--- src/hdl/vrc_pkg.sv ---
// Constants and types for the data-input reference calibration block.
package vrc_pkg;

  // ----------------------------------------------------------------
  // Clock and timing
  // ----------------------------------------------------------------
  localparam int CLK_PERIOD_PS    = 5000;
  localparam int T_ENTRY_NS       = 150;
  localparam int T_EXIT_NS        = 150;
  localparam int T_SETTLE_SHORT_NS = 80;
  localparam int T_SETTLE_LONG_NS = 250;

  // Least times round up to whole cycles, never below one.
  function automatic int ceil_cyc(input int ns);
    int c;
    c = (ns * 1000 + CLK_PERIOD_PS - 1) / CLK_PERIOD_PS;
    return (c < 1) ? 1 : c;
  endfunction

  localparam int ENTRY_CYC       = ceil_cyc(T_ENTRY_NS);
  localparam int EXIT_CYC        = ceil_cyc(T_EXIT_NS);
  localparam int SETTLE_SHORT_CYC = ceil_cyc(T_SETTLE_SHORT_NS);
  localparam int SETTLE_LONG_CYC = ceil_cyc(T_SETTLE_LONG_NS);
  localparam int TMR_W           = 8;

  // ----------------------------------------------------------------
  // Mode register 6 layout
  // ----------------------------------------------------------------
  localparam logic [2:0] MR6_SEL    = 3'h6;
  localparam int         MR_EN_BIT  = 7;
  localparam int         MR_RNG_BIT = 6;
  localparam int         LVL_W      = 6;
  localparam logic [5:0] LVL_MAX    = 6'h32;
  localparam logic [5:0] LVL_SHORT  = 6'h01;
  localparam logic       RANGE_ONE  = 1'h0;
  localparam logic [5:0] LVL_RST    = 6'h00;
  localparam int         ADDR_W     = 18;
  localparam int         AP_BIT     = 10;

  // ----------------------------------------------------------------
  // Mode states
  // ----------------------------------------------------------------
  typedef enum logic [3:0] {
    ST_OFF   = 4'h1,
    ST_ENTRY = 4'h2,
    ST_CAL   = 4'h4,
    ST_EXIT  = 4'h8
  } vrc_state_t;

endpackage

--- src/hdl/vrc_cmd_if.sv ---
// Decoded command carrier between the decoder and the mode controller.
interface vrc_cmd_if;
  logic        act;
  logic        wr;
  logic        rd;
  logic        pre;
  logic        mrs;
  logic        des;
  logic        other;
  logic        auto_pre;
  logic        qual_ok;
  logic [3:0]  bank;
  logic [2:0]  mr_sel;
  logic [17:0] op;

  modport dec (output act, wr, rd, pre, mrs, des, other, auto_pre, qual_ok, bank, mr_sel, op);
  modport ctl (input  act, wr, rd, pre, mrs, des, other, auto_pre, qual_ok, bank, mr_sel, op);
endinterface

--- src/hdl/vrc_ctrl.sv ---
// Mode controller for calibration of the data-input reference level.
//
// ----------------------------------------------------------------
// Rules
// ----------------------------------------------------------------
// Operation
// MR6 bit7 enters, bit6 range, level ignored.
// Host waits entry delay before commands.
// Only ACT/WR/RD/PRE/DES/MRS allowed in mode; code flags MRS to any register other than MR6.
// Dummy writes accepted before first adjustment.
// Level writes keep bit7 set, same range.
// MR6 with bit7 low leaves bits 6:0.
// Host waits settling time after level write.
// Per-device addressing permits only MRS commands.
// Last written range and level used after exit.
// Exit only with all banks precharged.
// Only deselects until calibration exit delay.
// Finish with final level, then exit.
// Range changes only on entry command.
// Entry command carries no new level.
// Settle latest step before disabling mode.
// Bit6 picks range one or two.
// Active flag and latched range during mode.
// Host sweeps codes to find eye center.
module vrc_ctrl
  import vrc_pkg::*;
(
  input  wire logic               core_clk,
  input  wire logic               nrst,
  input  wire logic               cs_n,
  input  wire logic               act_n,
  input  wire logic               ras_n,
  input  wire logic               cas_n,
  input  wire logic               we_n,
  input  wire logic [1:0]         bg,
  input  wire logic [1:0]         ba,
  input  wire logic [ADDR_W-1:0]  addr,
  input  wire logic               per_device_addressing,
  input  wire logic               pda_dq0,
  output logic                    cal_active,
  output logic                    ref_range,
  output logic [LVL_W-1:0]        dq_input_reference_level,
  output logic                    ref_valid,
  output logic                    dummy_write_ok,
  output logic                    cmd_illegal
);
  import vrc_pkg::*;

  vrc_cmd_if cmd ();

  vrc_state_t        st_q;
  logic              range_q;
  logic [LVL_W-1:0]  level_q;
  logic [TMR_W-1:0]  phase_tmr_q;
  logic [TMR_W-1:0]  settle_tmr_q;
  logic [15:0]       open_q;
  logic              first_done_q;
  logic              active_q;
  logic              valid_q;
  logic              dummy_q;
  logic              illegal_q;
  logic              mr6_hit;
  logic              lvl_wr;
  logic              exit_cmd;
  logic              bad;
  logic              pda_q;

  vrc_cmd_dec u_dec (
    .core_clk              (core_clk),
    .nrst                  (nrst),
    .cs_n                  (cs_n),
    .act_n                 (act_n),
    .ras_n                 (ras_n),
    .cas_n                 (cas_n),
    .we_n                  (we_n),
    .bg                    (bg),
    .ba                    (ba),
    .addr                  (addr),
    .per_device_addressing (per_device_addressing),
    .pda_dq0               (pda_dq0),
    .cmd                   (cmd)
  );

  // Settling count depends on the size of the level step.
  function automatic logic [TMR_W-1:0] settle_cnt(input logic [LVL_W-1:0] a,
                                                  input logic [LVL_W-1:0] b);
    logic [LVL_W-1:0] d;
    d = (a > b) ? (a - b) : (b - a);
    return (d <= LVL_SHORT) ? TMR_W'(SETTLE_SHORT_CYC - 1) : TMR_W'(SETTLE_LONG_CYC - 1);
  endfunction

  assign mr6_hit  = cmd.mrs && cmd.qual_ok && (cmd.mr_sel == MR6_SEL);
  assign lvl_wr   = (st_q == ST_CAL) && mr6_hit && cmd.op[MR_EN_BIT];
  assign exit_cmd = (st_q == ST_CAL) && mr6_hit && !cmd.op[MR_EN_BIT];

  // ----------------------------------------------------------------
  // Mode sequencing
  // ----------------------------------------------------------------
  always_ff @(posedge core_clk) begin
    if (!nrst) begin
      st_q        <= ST_OFF;
      phase_tmr_q <= '0;
    end else begin
      case (st_q)
        ST_OFF: begin
          if (mr6_hit && cmd.op[MR_EN_BIT]) begin
            st_q        <= ST_ENTRY;
            phase_tmr_q <= TMR_W'(ENTRY_CYC - 1);
          end
        end
        ST_ENTRY: begin
          if (phase_tmr_q == '0) begin
            st_q <= ST_CAL;
          end else begin
            phase_tmr_q <= phase_tmr_q - 1'b1;
          end
        end
        ST_CAL: begin
          if (exit_cmd) begin
            st_q        <= ST_EXIT;
            phase_tmr_q <= TMR_W'(EXIT_CYC - 1);
          end
        end
        ST_EXIT: begin
          if (phase_tmr_q == '0) begin
            st_q <= ST_OFF;
          end else begin
            phase_tmr_q <= phase_tmr_q - 1'b1;
          end
        end
        default: begin
          st_q <= ST_OFF;
        end
      endcase
    end
  end

  // ----------------------------------------------------------------
  // Range and level storage
  // ----------------------------------------------------------------
  always_ff @(posedge core_clk) begin
    if (!nrst) begin
      range_q <= RANGE_ONE;
      level_q <= LVL_RST;
    end else if ((st_q == ST_OFF) && mr6_hit && cmd.op[MR_EN_BIT]) begin
      range_q <= cmd.op[MR_RNG_BIT];
    end else if (lvl_wr) begin
      level_q <= cmd.op[LVL_W-1:0];
    end
  end

  // ----------------------------------------------------------------
  // Settling, flags and bank tracking
  // ----------------------------------------------------------------
  always_ff @(posedge core_clk) begin
    if (!nrst) begin
      settle_tmr_q <= '0;
      valid_q      <= 1'b0;
    end else if (lvl_wr) begin
      settle_tmr_q <= settle_cnt(level_q, cmd.op[LVL_W-1:0]);
      valid_q      <= 1'b0;
    end else if (settle_tmr_q != '0) begin
      settle_tmr_q <= settle_tmr_q - 1'b1;
    end else begin
      valid_q      <= first_done_q;
    end
  end

  always_ff @(posedge core_clk) begin
    if (!nrst) begin
      first_done_q <= 1'b0;
      dummy_q      <= 1'b0;
      active_q     <= 1'b0;
    end else begin
      if (lvl_wr) begin
        first_done_q <= 1'b1;
      end
      dummy_q  <= (st_q == ST_CAL) && !first_done_q && !lvl_wr;
      active_q <= (st_q == ST_OFF) ? (mr6_hit && cmd.op[MR_EN_BIT])
                                   : !((st_q == ST_EXIT) && (phase_tmr_q == '0));
    end
  end

  always_ff @(posedge core_clk) begin
    if (!nrst) begin
      open_q <= 16'h0000;
    end else if (cmd.act) begin
      open_q[cmd.bank] <= 1'b1;
    end else if (cmd.pre) begin
      if (cmd.auto_pre) begin
        open_q <= 16'h0000;
      end else begin
        open_q[cmd.bank] <= 1'b0;
      end
    end else if ((cmd.wr || cmd.rd) && cmd.auto_pre) begin
      open_q[cmd.bank] <= 1'b0;
    end
  end

  // ----------------------------------------------------------------
  // Protocol violation detection
  // ----------------------------------------------------------------
  always_comb begin
    bad = 1'b0;
    case (st_q)
      ST_ENTRY: bad = !cmd.des;
      ST_EXIT:  bad = !cmd.des;
      ST_CAL: begin
        bad = cmd.other || (cmd.mrs && (cmd.mr_sel != MR6_SEL));
        if (pda_q && (cmd.act || cmd.wr || cmd.rd || cmd.pre)) begin
          bad = 1'b1;
        end
        if (lvl_wr && ((cmd.op[MR_RNG_BIT] != range_q) || (cmd.op[LVL_W-1:0] > LVL_MAX))) begin
          bad = 1'b1;
        end
        if (exit_cmd && ((open_q != 16'h0000) || (settle_tmr_q != '0) || !first_done_q)) begin
          bad = 1'b1;
        end
      end
      default: bad = 1'b0;
    endcase
  end

  always_ff @(posedge core_clk) begin
    if (!nrst) begin
      illegal_q <= 1'b0;
      pda_q     <= 1'b0;
    end else begin
      illegal_q <= bad;
      pda_q     <= per_device_addressing;
    end
  end

  assign cal_active               = active_q;
  assign ref_range                = range_q;
  assign dq_input_reference_level = level_q;
  assign ref_valid                = valid_q;
  assign dummy_write_ok           = dummy_q;
  assign cmd_illegal              = illegal_q;

  // ----------------------------------------------------------------
  // Assertions
  // ----------------------------------------------------------------
  localparam int A_ENTRY_MAX = 40;
endmodule

--- src/hdl/vrc_cmd_dec.sv ---
// Command bus decoder that registers one decoded command per clock.
module vrc_cmd_dec
  import vrc_pkg::*;
(
  input  wire logic               core_clk,
  input  wire logic               nrst,
  input  wire logic               cs_n,
  input  wire logic               act_n,
  input  wire logic               ras_n,
  input  wire logic               cas_n,
  input  wire logic               we_n,
  input  wire logic [1:0]         bg,
  input  wire logic [1:0]         ba,
  input  wire logic [ADDR_W-1:0]  addr,
  input  wire logic               per_device_addressing,
  input  wire logic               pda_dq0,
  vrc_cmd_if.dec                  cmd
);
  import vrc_pkg::*;

  logic [2:0] rcw;
  assign rcw = {ras_n, cas_n, we_n};

  // ----------------------------------------------------------------
  // Decode
  // ----------------------------------------------------------------
  always_ff @(posedge core_clk) begin
    if (!nrst) begin
      cmd.act      <= 1'b0;
      cmd.wr       <= 1'b0;
      cmd.rd       <= 1'b0;
      cmd.pre      <= 1'b0;
      cmd.mrs      <= 1'b0;
      cmd.des      <= 1'b1;
      cmd.other    <= 1'b0;
      cmd.auto_pre <= 1'b0;
      cmd.qual_ok  <= 1'b0;
      cmd.bank     <= 4'h0;
      cmd.mr_sel   <= 3'h0;
      cmd.op       <= 18'h00000;
    end else begin
      cmd.act      <= !cs_n && !act_n;
      cmd.wr       <= !cs_n && act_n && (rcw == 3'h4);
      cmd.rd       <= !cs_n && act_n && (rcw == 3'h5);
      cmd.pre      <= !cs_n && act_n && (rcw == 3'h2);
      cmd.mrs      <= !cs_n && act_n && (rcw == 3'h0);
      cmd.des      <= cs_n || (act_n && (rcw == 3'h7));
      cmd.other    <= !cs_n && act_n && (rcw inside {3'h1, 3'h3, 3'h6});
      cmd.auto_pre <= addr[AP_BIT];
      // With per-device addressing a mode write counts only when DQ0 is low.
      cmd.qual_ok  <= !per_device_addressing || !pda_dq0;
      cmd.bank     <= {bg, ba};
      cmd.mr_sel   <= {bg[0], ba};
      cmd.op       <= addr;
    end
  end

endmodule

--- config.mk ---
export PLATFORM = sky130hd
export DESIGN_NAME = vrc_ctrl
export DESIGN_NICKNAME = d
export VERILOG_FILES = /design/src/hdl/vrc_pkg.sv /design/src/hdl/vrc_cmd_if.sv /design/src/hdl/vrc_ctrl.sv /design/src/hdl/vrc_cmd_dec.sv
export SDC_FILE = /design/constraint.sdc
export NUM_CORES = 1
export LEC_CHECK = 0
export BUFFER_PORTS_ARGS = -buffer_cell sky130_fd_sc_hd__buf_2
export CORE_MARGIN = 2
export CORE_UTILIZATION = 55
export DETAILED_ROUTE_END_ITERATION = 7
export PLACE_DENSITY = 0.77
export SYNTH_ARGS = -nofsm -noshare
export SYNTH_HDL_FRONTEND = slang
export SYNTH_HIERARCHICAL = 1
export SYNTH_SLANG_ARGS = --single-unit
--- constraint.sdc ---
create_clock -name core_clk -period 6.6 [get_ports core_clk]
set_input_delay 0.33 -clock core_clk [delete_from_list [all_inputs] [get_ports core_clk]]
set_output_delay 0.33 -clock core_clk [all_outputs]
set_load 0.03 [all_outputs]
After elaboration in Yosys (flattened, before gate mapping)
Index checks and enable logic that the tools add are counted.
Cells by class
  mux-type cells: 24
  add/subtract/negate cells: 4
  reduce and logical (&&, ||, !) cells: 57
  order comparisons: 5
  equality and inequality tests: 19
  bitwise logic cells: 5
Operators by type and width (count)
  16-bit two-way mux: 4
  8-bit two-way mux: 5
  1-bit logical AND: 25
  8-bit case mux with 3 select lines: 1
  16-bit AND: 1
  4-bit two-way mux: 4
  16-bit inverter: 1
  16-bit OR: 1
  4-bit case mux with 4 select lines: 1
  16-bit nonzero test: 1
  8-bit by 1-bit subtractor with 8-bit output (second input constant): 2
  3-bit equality test (second input constant): 5
  6-bit two-way mux: 2
  6-bit subtractor: 2
  1-bit logical OR: 10
  2-bit inequality test (second input constant): 5
  1-bit logical NOT: 9
  3-bit nonzero test: 3
  8-bit logical NOT: 1
  4-bit AND reduction: 2
  8-bit nonzero test: 1
  3-bit by 2-bit equality test with 1-bit output (second input constant): 2
  6-bit greater-than comparator: 1
  6-bit greater-than comparator (second input constant): 1
  18 further kinds: 24
Word-level totals
  register bits: 73
  output and inout bits: 11

Depth between registers and ports, before layout
  word-level depth: 9
  gate-level depth with buffers: 10

By module
Netlist, hierarchy kept.
By module, submodules not included
  vrc_ctrl: area each 2987.9 um2, instances 1, cells each 357
  vrc_cmd_dec: area each 893.4 um2, instances 1, cells each 72

Worst setup path before layout
OpenSTA, ideal clock, no wires.
  path type: register to register
  from: register level_q[0], in the netlist dq_input_reference_level[0]
  to: register settle_tmr_q[1]
  library setup time: 0.075 ns
  path slack: 4.059 ns
  stages on the path, launching flop included: 11
  buffers on the path: 0
  arrival time: 2.466 ns
  cell sequence: dfxtp_1 > inv_1 > ha_1 > inv_1 > fa_1 > a21o_1 > a211oi_2 > nor2_1 > or4b_1 > a211o_1 > o22ai_1
Between the ends
  cells in the longest elaborated chain, start to end: 5
  elaborated cells between the ends (all ways): 7
  classes of those cells: add/sub (2); order compare (2); mux (3)
RTL lines
  start, declared: line vrc_ctrl.sv:53  | logic [LVL_W-1:0] level_q;
  start signal, assigned: line vrc_ctrl.sv:148  | level_q <= cmd.op[LVL_W-1:0];
  6-bit subtractor / 6-bit greater-than comparator (equally long branches): line vrc_ctrl.sv:88  | d = (a > b) ? (a - b) : (b - a);
  6-bit two-way mux *: line vrc_ctrl.sv:88
  6-bit by 1-bit <= comparator with 1-bit output *: line vrc_ctrl.sv:89  | return (d <= LVL_SHORT) ? TMR_W'(SETTLE_SHORT_CYC - 1) : TMR_W'(SETTLE_LONG_CYC - 1);
  6-bit two-way mux *: line vrc_ctrl.sv:89
  8-bit two-way mux *: line vrc_ctrl.sv:159  | end else if (lvl_wr) begin
  end signal, assigned: line vrc_ctrl.sv:160  | settle_tmr_q <= settle_cnt(level_q, cmd.op[LVL_W-1:0]);
  end signal, assigned: line vrc_ctrl.sv:163  | settle_tmr_q <= settle_tmr_q - 1'b1;
  end, declared: line vrc_ctrl.sv:55  | logic [TMR_W-1:0] settle_tmr_q;
Every way passes the cells marked *; elsewhere a longest branch is shown, timed or not.
A chain may end at the register's enable or synchronous reset.

==> impl_metrics.toml <==
[outcome]
status = "finished clean"

[pwr]
p_leak_nw = 1.521
combPwrFrac_pct = 21.7
irDropWorstVdd_mv = 0.1502
total_power_mw = 0.9911
seq_power_share_pct = 48.5
swShare_pct = 30.22
power_density_nw_per_um2 = 251.6
intPower_mw = 0.6916
power_switching_mw = 0.2995
clock_power_share_pct = 29.8

[sta]
final_max_slew_viol_count = 0
setup_tns_ns = 0
max_slew_margin_pct = 52.49
fmax_mhz = 378.9
period_needed_ns = 2.639
setup_viol_count_final = 0
skew_ns = 0.006939
rsz0062_at_grt = "no"
fin_crit_sh_pct = 39.99
worst_pin_slew_ns = 0.7127
worst_hold_slack_ns = 0.1732
hold_violations = 0

[synthesis]
synth_cells = 410
syn_area_per_cell_um2 = 8.862
syn_area_um2 = 3633
synth_nets = 458
yosys_warnings = 6

[final_layout]
syn2layout_area_growth_pct = 8.402
final_nets = 480
fin_cells = 514
final_layout_size_suffix_gt1_share_pct = 18.31
diodes = 0

[clocking]
clk_path_buf_depth = 2
insertion_delay_ns = 0.34
cts_tree = "done"
clk_pin_slew_ns = 0.07
htree_levels = 3
cts_resized = 0
postCtsHoldBufs = 0
cts_buffers = 9
cts_root_buf = "clkbuf_8"
postCtsSetupBuffers = 0
cts.sinks = 70

[global_routing]
grtUsageMet1_pct = 29.09
grt_start_max_net_pins = 45
grt_antenna_before_repair = 0
met3_usage_pct = 3.696
grt_usage_pct = 21.60
grt_pass1_wl_mm = 12.86
grtUsageMet2_pct = 34.66
grt-ovfl-total = 0
grt_pass1_vias = 2867
grt-busiest-layer = "met2"

[routing]
drt_iter0_drc = 122
wl_per_cell_um = 14.32
avgViaCountPerCell = 5.724
wl_mm = 7.360
firstDrtPassIters = 4
num_vias = 2942
drc = 0
ant_nets = 0

[die]
core_area_um2 = 6386
die_h_um = 85.28
die_x_um = 85.28
num_rows = 29
start_util_pct = 56.90
dieArea_um2 = 7273
ios = 42

[worst_setup_path]
crit_arrival_ns = 2.90
path_class = "reg -> reg"
crit_required_ns = 6.86
crit_fanout = 14
startpoint_type = "flip-flop"
worst_setup_path_end_kind = "flip-flop"

[placement]
place.gp.congestion = 0.8381
dp_hpwl_mm = 5.234
portBuffers = 32
dpl.cell_count = 498

[flow_run]
drv_cap = 0

[worst_hold_path]
hp-class = "in -> reg"
[power by group through the flow]
stage	Sequential, mW	Combinational (mW)	Clock, mW
after floorplan	0.481	0.174	0
after global placement	0.488	0.202	0
after detailed placement	0.490	0.210	0
after CTS	0.480	0.214	0.304
after global routing	0.485	0.250	0.322
final	0.481	0.215	0.296
[critical path: stages, from the launching register on]
cell	delay (ns)
dfxtp_1	0.62
nand3b_1	0.31
nor3_1	0.55
nand2_1	0.43
o21ai_0	0.31
o21ai_0	0.16
a21oi_1	0.18
[final timing paths]
path,start,endpoint,slack [ns],cells past startpoint
setup / recovery,u_dec/cmd.bank[2]$_SDFF_PN0_,cmd_illegal$_SDFF_PN0_,3.96,6
setup reg to reg,u_dec/cmd.bank[2]$_SDFF_PN0_,cmd_illegal$_SDFF_PN0_,3.96,6
hold reg to reg,u_dec/cmd.op[2]$_SDFF_PN0_,dq_input_reference_level[2]$_SDFFE_PN0P_,0.48,2
hold / removal,pda_dq0,u_dec/cmd.qual_ok$_SDFF_PN0_,0.17,2
[cell type report]
class | instances | area, um2
fill | 556 | 2447
multi-input combinational | 297 | 2032
sequential | 70 | 1401
timing repair buffer | 32 | 160.2
clock buffer | 11 | 141.4
tap | 77 | 96.34
inverter | 22 | 82.58
clock inverter | 5 | 25.02
[per-layer routing]
layer,wire (um),share of wire (%)
met1,3551,48
met5,0,0
met4,113,1.5
met3,278,3.8
met2,3417,46
[state kept, by name, summed over array words and instances (netlist names), 4 cells and up]
| signal | flops |
|---|---|
| dq_input_reference_level | 6 |
| open_q | 16 |
| phase_tmr_q | 8 |
| settle_tmr_q | 8 |
| st_q | 4 |
| u_dec/cmd.bank | 4 |
| u_dec/cmd.op | 9 |
[per-stage QoR]
step	setup WS [ns]	util [%]	cell area, um2
after detailed placement	4.004	59.07	3772
after global placement	4.030	59.07	3772
after CTS	3.997	61.68	3939
after global routing	3.723	61.68	3939
after floorplan	4.059	-	3633
final	3.961	61.68	3939
[cells in the final DEF, fill, tap and decap left out, drive strengths merged, types with 3 or more instances in the layout]
master,instances
dfxtp,70
nor2,41
a21oi,37
nand2,36
buf,32
inv,21
o21ai,16
and2,16
o221a,15
ha,15
xor2,11
clkbuf,11
nor3,10
xnor2,10
a31oi,9
nand2b,7
nor4b,7
nor4,6
clkinv,6
nand3b,5
nor2b,5
nor3b,5
a211oi,5
nand3,4
nand4,4
or4,3
or2,3
a21o,3
o22ai,3
mux2i,3
or4b,3
(Power assumes the default switching activity.)
